$ cat src/oclt_map.vh
/*
  Constants for the overcurrent latchoff and trim block: register offsets,
  field positions, reset codes and timing counts.
  Assumes a 100 MHz mclk and an 8-bit command-code register port.
*/
`ifndef OCLT_MAP_VH
`define OCLT_MAP_VH

// ------------------------------------------------------------
// Register offsets (command codes)
// ------------------------------------------------------------
`define OCLT_OFS_DELAY      8'hd4
`define OCLT_OFS_LL_CAL     8'hde
`define OCLT_OFS_LL_SET     8'hdf
`define OCLT_OFS_OC_SCALE   8'he2
`define OCLT_OFS_BAL_FIRST  8'he3
`define OCLT_OFS_BAL_LAST   8'he6

// ------------------------------------------------------------
// Fields and reset codes
// ------------------------------------------------------------
`define OCLT_CODE_MSB       4
`define OCLT_DLY_MSB        2
`define OCLT_RST_CODE5      8'h10
`define OCLT_RST_DELAY      8'h03
`define OCLT_RST_LL         8'h10

// ------------------------------------------------------------
// Timing
// ------------------------------------------------------------
`define OCLT_CLK_MHZ        100
`define OCLT_STEP_US        500
`define OCLT_LATCH_MULT     3'h4
`define OCLT_SOFT_MV        200

`endif

$ cat src/oclt_delay_timer.v
/*
  Shared delay timer: counts mult programmed intervals of (code+1) steps each.
  Assumes start is a one-cycle pulse from logic on mclk.
*/
module oclt_delay_timer #(
  parameter STEP_CYCLES = 50000
) (
  // Clock and reset
  input wire       mclk,
  input wire       reset_n,
  // Control
  input wire       start,
  input wire       abort,
  input wire [2:0] code,
  input wire [2:0] mult,
  // Result
  output reg       busy,
  output reg       done
);
  reg [31:0] stepCnt_r;
  reg [5:0]  stepsLeft_r;
  // Eight codes times a multiplier below eight never exceeds six bits.
  wire [5:0] stepsTotal = ({3'h0, code} + 6'h01) * {3'h0, mult};

  always @(posedge mclk) begin
    done <= 1'b0;
    if (!reset_n || abort) begin
      busy        <= 1'b0;
      stepCnt_r   <= 32'h0;
      stepsLeft_r <= 6'h0;
    end else if (start) begin
      busy        <= 1'b1;
      stepCnt_r   <= 32'h0;
      stepsLeft_r <= stepsTotal - 6'h01;
    end else if (busy) begin
      if (stepCnt_r == STEP_CYCLES - 1) begin
        stepCnt_r <= 32'h0;
        if (stepsLeft_r == 6'h0) begin
          busy <= 1'b0;
          done <= 1'b1;
        end else begin
          stepsLeft_r <= stepsLeft_r - 6'h1;
        end
      end else begin
        stepCnt_r <= stepCnt_r + 32'h1;
      end
    end
  end
endmodule

$ cat src/oclt_core.v
/*
  Overcurrent latchoff sequencer and trim code registers of a multi-phase
  regulator controller. Registers are reached by command code over an
  8-bit port fed by the serial transaction layer on mclk.
  Assumes analog comparator flags arrive asynchronously from pins.
*/
// How it works
// [RL1] Threshold scale field spans 50% to 146.7% of resistor-set limit.
// [RL2] Threshold code steps about 3.3%; code 0x10 is 100% and reset.
// [RL3] Overcurrent after final blanking starts latchoff delay; persisting fault shuts down.
// [RL4] Latchoff delay is four startup delay intervals on the shared timer.
// [RL5] Overcurrent during startup waits until blanking phase completes before latchoff.
// [RL6] Phases keep switching during delay; cleared fault abandons latchoff.
// [RL7] Latch clears only on supply cycle or enable low pulse.
// [RL8] Output below 200 mV during startup clamps control voltage to 1.5 V.
// [RL9] Load-line is sum of calibration and set command codes.
// [RL10] Load-line codes are five bits, 0 to 100 percent, reset 0x10.
// [RL11] Four phase balance commands at consecutive codes trim each phase.
// [RL12] Balance code five bits: 0 is 3.75, 0x10 is 5, 0x1f 6.25.
// [RL13] Delay code three bits, 0.5 ms steps, reset 011 gives 2 ms.
// [RL14] Latched off: PWM held inactive and overcurrent ignored until recovery.
`include "oclt_map.vh"
module oclt_core #(
  parameter STEP_CYCLES = `OCLT_STEP_US * `OCLT_CLK_MHZ
) (
  // Clock and reset
  input wire        mclk,
  input wire        reset_n,
  // Register port
  input wire        regWrite,
  input wire        regRead,
  input wire [7:0]  regAddr,
  input wire [7:0]  regWdata,
  output reg [7:0]  regRdata,
  output reg        regAck,
  // Analog status pins
  input wire        enablePin,
  input wire        overcurrentIn,
  input wire        outputLow,
  input wire        blankMaskDone,
  // Control outputs
  output reg        pwmEnable,
  output reg        latchedOff,
  output reg        startupDone,
  output reg        softLimitClamp,
  output reg [4:0]  ocScaleCode,
  output reg [5:0]  loadLineSum,
  output reg [19:0] balanceCodes
);
  localparam ST_OFF   = 6'h01;
  localparam ST_TD1   = 6'h02;
  localparam ST_RAMP  = 6'h04;
  localparam ST_TD5   = 6'h08;
  localparam ST_RUN   = 6'h10;
  localparam ST_LATCH = 6'h20;

  // ------------------------------------------------------------
  // Pin synchronisers
  // ------------------------------------------------------------
  reg [3:0] sync1_r;
  reg [3:0] sync2_r;
  always @(posedge mclk) begin
    if (!reset_n) begin
      sync1_r <= 4'h0;
      sync2_r <= 4'h0;
    end else begin
      sync1_r <= {blankMaskDone, outputLow, overcurrentIn, enablePin};
      sync2_r <= sync1_r;
    end
  end
  wire enS   = sync2_r[0];
  wire ocS   = sync2_r[1];
  wire lowS  = sync2_r[2];
  wire maskS = sync2_r[3];

  // ------------------------------------------------------------
  // Registers
  // ------------------------------------------------------------
  reg [7:0] delay_r;
  reg [7:0] llCal_r;
  reg [7:0] llSet_r;
  reg [7:0] ocScale_r;
  reg [7:0] bal_r [0:3];
  integer i;
  wire balHit = (regAddr >= `OCLT_OFS_BAL_FIRST) && (regAddr <= `OCLT_OFS_BAL_LAST);
  wire [7:0] balOfs = regAddr - `OCLT_OFS_BAL_FIRST;
  wire [1:0] balIdx = balOfs[1:0];

  always @(posedge mclk) begin
    if (!reset_n) begin
      delay_r   <= `OCLT_RST_DELAY; // RL13
      llCal_r   <= `OCLT_RST_LL; // RL10
      llSet_r   <= `OCLT_RST_LL;
      ocScale_r <= `OCLT_RST_CODE5; // RL2
      for (i = 0; i < 4; i = i + 1) bal_r[i] <= `OCLT_RST_CODE5; // RL12
    end else if (regWrite) begin
      case (regAddr)
        `OCLT_OFS_DELAY:    delay_r   <= {5'h0, regWdata[`OCLT_DLY_MSB:0]};
        `OCLT_OFS_LL_CAL:   llCal_r   <= {3'h0, regWdata[`OCLT_CODE_MSB:0]};
        `OCLT_OFS_LL_SET:   llSet_r   <= {3'h0, regWdata[`OCLT_CODE_MSB:0]};
        `OCLT_OFS_OC_SCALE: ocScale_r <= {3'h0, regWdata[`OCLT_CODE_MSB:0]}; // RL1
        default: begin
          if (balHit) bal_r[balIdx] <= {3'h0, regWdata[`OCLT_CODE_MSB:0]}; // RL11
        end
      endcase
    end
  end

  always @(posedge mclk) begin
    if (!reset_n) begin
      regRdata <= 8'h0;
      regAck   <= 1'b0;
    end else begin
      regAck <= regRead | regWrite;
      case (regAddr)
        `OCLT_OFS_DELAY:    regRdata <= delay_r;
        `OCLT_OFS_LL_CAL:   regRdata <= llCal_r;
        `OCLT_OFS_LL_SET:   regRdata <= llSet_r;
        `OCLT_OFS_OC_SCALE: regRdata <= ocScale_r;
        default:            regRdata <= balHit ? bal_r[balIdx] : 8'h0;
      endcase
    end
  end

  // Trim codes go straight to the analog side, which decodes them.
  always @(posedge mclk) begin
    if (!reset_n) begin
      ocScaleCode  <= 5'h10;
      loadLineSum  <= 6'h20;
      balanceCodes <= {4{5'h10}};
    end else begin
      ocScaleCode  <= ocScale_r[4:0]; // RL1
      loadLineSum  <= {1'b0, llCal_r[4:0]} + {1'b0, llSet_r[4:0]}; // RL9
      balanceCodes <= {bal_r[3][4:0], bal_r[2][4:0], bal_r[1][4:0], bal_r[0][4:0]}; // RL11
    end
  end

  // ------------------------------------------------------------
  // Startup and latchoff sequencer
  // ------------------------------------------------------------
  reg  [5:0] state_r;
  reg  [5:0] state_nxt;
  reg        enPrev_r;
  reg        tStart;
  reg        tAbort;
  reg  [2:0] tMult;
  reg        latchRun_r;
  wire       tBusy;
  wire       tDone;
  // A falling edge on enable, seen after synchronising, is the recovery pulse.
  wire       enFall = enPrev_r & ~enS;

  oclt_delay_timer #(
    .STEP_CYCLES (STEP_CYCLES)
  ) u_timer (
    .mclk    (mclk),
    .reset_n (reset_n),
    .start   (tStart),
    .abort   (tAbort),
    .code    (delay_r[2:0]),
    .mult    (tMult),
    .busy    (tBusy),
    .done    (tDone)
  );

  always @* begin
    state_nxt = state_r;
    tStart    = 1'b0;
    tAbort    = 1'b0;
    tMult     = 3'h1;
    case (state_r)
      ST_OFF: begin
        if (enS) begin
          state_nxt = ST_TD1;
          tStart    = 1'b1;
        end
      end
      ST_TD1: begin
        if (tDone) state_nxt = ST_RAMP; // RL5
      end
      ST_RAMP: begin
        if (maskS) begin
          state_nxt = ST_TD5;
          tStart    = 1'b1;
        end
      end
      ST_TD5: begin
        if (tDone) state_nxt = ST_RUN; // RL5
      end
      ST_RUN: begin
        tMult = `OCLT_LATCH_MULT; // RL4
        if (ocS && !latchRun_r) tStart = 1'b1; // RL3
        else if (!ocS && latchRun_r) tAbort = 1'b1; // RL6
        else if (tDone && ocS) state_nxt = ST_LATCH; // RL3
      end
      ST_LATCH: state_nxt = ST_LATCH; // RL14
      default: state_nxt = ST_OFF;
    endcase
    if (!enS && state_r != ST_OFF) begin
      state_nxt = ST_OFF; // RL7
      tAbort    = 1'b1;
    end
  end

  always @(posedge mclk) begin
    if (!reset_n) begin
      state_r    <= ST_OFF;
      enPrev_r   <= 1'b0;
      latchRun_r <= 1'b0;
    end else begin
      state_r    <= state_nxt;
      enPrev_r   <= enS;
      latchRun_r <= (state_nxt == ST_RUN) && (tStart || (latchRun_r && !tAbort && !tDone));
    end
  end

  always @(posedge mclk) begin
    if (!reset_n) begin
      pwmEnable      <= 1'b0;
      latchedOff     <= 1'b0;
      startupDone    <= 1'b0;
      softLimitClamp <= 1'b0;
    end else begin
      // Switching continues through the latchoff delay.
      pwmEnable      <= (state_nxt == ST_RAMP) || (state_nxt == ST_TD5) ||
                        (state_nxt == ST_RUN); // RL6 RL14
      latchedOff     <= (state_nxt == ST_LATCH) && !enFall; // RL7
      startupDone    <= (state_nxt == ST_RUN);
      softLimitClamp <= lowS && ((state_nxt == ST_RAMP) || (state_nxt == ST_TD5)); // RL8
    end
  end
endmodule

$ cat config.mk
export PLATFORM = sky130hd
export DESIGN_NAME = oclt_core
export DESIGN_NICKNAME = d
export VERILOG_FILES = /design/src/oclt_delay_timer.v /design/src/oclt_core.v
export VERILOG_INCLUDE_DIRS = /design/src
export SDC_FILE = /design/constraint.sdc
export NUM_CORES = 1
export LEC_CHECK = 0
export BUFFER_PORTS_ARGS = -buffer_cell sky130_fd_sc_hd__buf_2
export CELL_PAD_IN_SITES_DETAIL_PLACEMENT = 1
export CELL_PAD_IN_SITES_GLOBAL_PLACEMENT = 2
export CORE_MARGIN = 2
export CORE_UTILIZATION = 37
export CTS_CLUSTER_DIAMETER = 80
export DETAILED_ROUTE_END_ITERATION = 8
export PLACE_DENSITY_LB_ADDON = 0.1
export RECOVER_POWER = 25
export SLEW_MARGIN = 15
export SYNTH_ARGS = -nofsm -noshare
export SYNTH_HDL_FRONTEND = slang
export SYNTH_HIERARCHICAL = 1
export SYNTH_SLANG_ARGS = --single-unit
export TNS_END_PERCENT = 1
$ cat constraint.sdc
create_clock -name mclk -period 3.85 [get_ports mclk]
set_input_delay 0.77 -clock mclk [delete_from_list [all_inputs] [get_ports mclk]]
set_output_delay 0.77 -clock mclk [all_outputs]
set_load 0.02 [all_outputs]
==> impl_metrics.env <==
export IMPL_drtIter0Drc=212
export IMPL_dp_hpwl_mm=11.40
export IMPL_peakVddDrop_mv=0.3012
export IMPL_final_core_util_pct=43.66
export IMPL_worstReg2RegStart="state_r[1]"
export IMPL_holdWs_ns=0.4294
export IMPL_vias=4869
export IMPL_drcViolationCount=0
export IMPL_whs_endpoint="sync2_r[3]"
export IMPL_post_cts_buffers=0
export IMPL_worst_pin_slew_ns=1.401
export IMPL_worstSetupStartpoint="state_r[1]"
export IMPL_criticalPathCategory="flop to flop"
export IMPL_synth_common_cells="114 x dfxtp_1, 47 x and2_1, 42 x nor2_1, 36 x nand2_1, 31 x nand3_1"
export IMPL_ys_ff_latch=134
export IMPL_worstHoldStart="sync1_r[3]"
export IMPL_grt_max_degree=43
export IMPL_die_w_um=135.5
export IMPL_critPathArrivalTime_ns=3.59
export IMPL_firstDrtPassIters=4
export IMPL_die_h_um=135.5
export IMPL_postCtsHoldBufs=0
export IMPL_initial_core_util_pct=37.35
export IMPL_syn_area_per_cell_um2=9.867
export IMPL_power_density_nw_per_um2=435.3
export IMPL_r2r_end="u_timer/stepsLeft_r[5]"
export IMPL_ant_nets=0
export IMPL_pin_count=68
export IMPL_synth_most_common_cell="dfxtp_1"
export IMPL_crit_path_end_kind="flop"
export IMPL_cp_required_ns=4.14
export IMPL_fmax_mhz=302.5
export IMPL_finClkSkew_ns=0.008688
export IMPL_drt_vias_per_instance=5.125
export IMPL_ys_flop_type="dfxtp_1"
export IMPL_clkSinkCount=134
export IMPL_drv_slew=0
export IMPL_area_growth_pct=16.87
export IMPL_synth_area_leader_cell="dfxtp_1"
export IMPL_grt_usage_pct=18.11
export IMPL_numCtsBuffers=17
export IMPL_fin_crit_ns=3.305
export IMPL_ff2ff_setup_slack_ns=0.54
export IMPL_p_int_mw=2.491
export IMPL_wirelength_mm=15.68
export IMPL_hold_class="flop to flop"
export IMPL_grt_antenna_before_repair=0
export IMPL_synth_area_leaders="dfxtp_1 36%, edfxtp_1 9.4%, and2_1 4.6%"
export IMPL_clkLatencyLatePin_ns=0.42
export IMPL_gr_total_overflow=0
export IMPL_numPortBuffers=61
export IMPL_gp_congestion=0.7762
export IMPL_yosysWarnings=6
export IMPL_grt_pass1_vias=5099
export IMPL_period_share_pct=85.85
export IMPL_die_area_um2=18350
export IMPL_slew_headroom_pct=6.576
export IMPL_drive_above_1_share_pct=16.71
export IMPL_cp_max_fo=7
export IMPL_synth_cell_types=81
export IMPL_rsz0062_at_grt="no"
export IMPL_reg2reg_depth=13
export IMPL_n_fill_cell=1992
export IMPL_hold_violations=0
export IMPL_num_nets_final=760
export IMPL_core_area_um2=17120
export IMPL_synth_edf_count=20
export IMPL_switchingPower_mw=0.7620
export IMPL_grt_first_pass_wirelength_mm=25.94
export IMPL_clk_path_buf_depth=2
export IMPL_clk_pin_slew_ns=0.06
export IMPL_fin_setup_tns_ns=0
export IMPL_status="finished, final reports clean"
export IMPL_cts_max_level=4
export IMPL_cts_tree="built"
export IMPL_wl_per_cell_um=16.50
export IMPL_power_leakage_nw=2.870
export IMPL_swShare_pct=23.43
export IMPL_min_path_cells=1
export IMPL_post_cts_resized=0
export IMPL_core_rowCount=48
export IMPL_final_setup_viol_count=0
export IMPL_power_frac_clock_pct=49.0
export IMPL_async_flop_share_pct=0
export IMPL_synth_top_area_share_pct=35.69
export IMPL_max_cap_viol_count=0
export IMPL_syn_area_um2=6394
export IMPL_ys_seq_area_share_pct=45.09
export IMPL_combPwrFrac_pct=5.8
export IMPL_clock_root_buffer="clkbuf_16"
export IMPL_seq_power_share_pct=45.2
export IMPL_start_kind="flop"
export IMPL_syn_inst=648
power by group through the flow:
stage | clock (mW) | sequential, mW | combinational (mW)
6_report | 1.59 | 1.47 | 0.190
4_1_cts | 1.64 | 1.47 | 0.195
3_5_place_dp | 0 | 1.50 | 0.194
2_1_floorplan | 0 | 1.51 | 0.116
5_1_grt | 1.70 | 1.47 | 0.211
3_3_place_gp | 0 | 1.50 | 0.191
layout by cell type (no fill, tap or decap), drive strengths merged, types with 8 or more instances in the layout:
cell,instances
nand2,36
ha,21
edfxtp,20
nand2b,19
and3,11
a21oi,15
inv,31
nand4,15
dfxtp,114
clkinv,9
and4,10
nor2,43
buf,57
or3,8
mux2i,13
xnor2,24
o21ai,12
clkbuf,30
and2,48
nor3,20
nand3,35
nor4,14
nor2b,19
worst max-delay path, stage by stage, from the launching register on:
cell and delay, ns:
dfxtp_1 0.37, nor4_4 0.34, and2_2 0.29, nand2b_1 0.08
ha_1 0.28, inv_1 0.05, fa_1 0.56, inv_1 0.06
fa_1 0.46, nand2b_1 0.16, a21oi_1 0.15, nor3_1 0.06
o31ai_1 0.20, a21oi_1 0.09
state kept, by name (all words and copies together) (netlist names), 6 cells and up:
name / cells
loadLineSum: 6
balanceCodes: 20
u_timer/stepCnt_r: 32
u_timer/stepsLeft_r: 6
state_r: 6
bal_r: 20
worst max-delay path by stage:
stage / to / slack, ns
global placement: u_timer/stepsLeft_r[5] / 0.61
floorplan: u_timer/stepsLeft_r[5] / 0.84
detailed placement: bal_r[1][4] / 0.51
global route: u_timer/stepsLeft_r[5] / 0.27
CTS: u_timer/stepsLeft_r[5] / 0.50
finish: u_timer/stepsLeft_r[5] / 0.54
area by class of cell:
| type | count | area (um2) | area share (%) |
|---|---|---|---|
| well taps | 225 | 281.5 | 3.768 |
| clock inverters | 13 | 131.4 | 1.758 |
| clock buffers | 19 | 442.9 | 5.928 |
| multi-input cells | 461 | 3278 | 43.87 |
| flip-flops and latches | 134 | 2883 | 38.58 |
| diodes | 1 | 2.502 | 0.03349 |
| repair buffers | 68 | 344.1 | 4.605 |
| inverters | 29 | 108.9 | 1.457 |
routing by layer:
layer	up-vias	share of wire, %	track usage, %
met5	-	0	0
met3	14	2.4	3.966
met2	55	50	30.96
li1	2430	-	-
met1	2370	47	23.22
met4	0	1.1	4.803
per-stage QoR:
step / power [mW] / setup slack, ns / instance area (um2) / std cells
after floorplan: 1.625 / 0.8433 / 6416 / 654
after global placement: 1.691 / 0.6077 / 6909 / 917
after detailed placement: 1.694 / 0.5078 / 6909 / 917
after CTS: 3.303 / 0.4964 / 7483 / 949
after global routing: 3.383 / 0.2730 / 7470 / 949
final: 3.252 / 0.5446 / 7472 / 950
logic make-up after synthesis:
kind of cell / Yosys count / share of synthesized area, %
flops: 134 / 45.09
fa+ha+maj: 26 / 5.538
other cells: 1 / 0.05865
xor+xnor: 31 / 4.247
simple gates: 305 / 28.79
buf+inv: 59 / 3.992
mux: 18 / 3.796
compound gates: 74 / 8.494
Note: power is estimated with default switching activity, not from simulation.
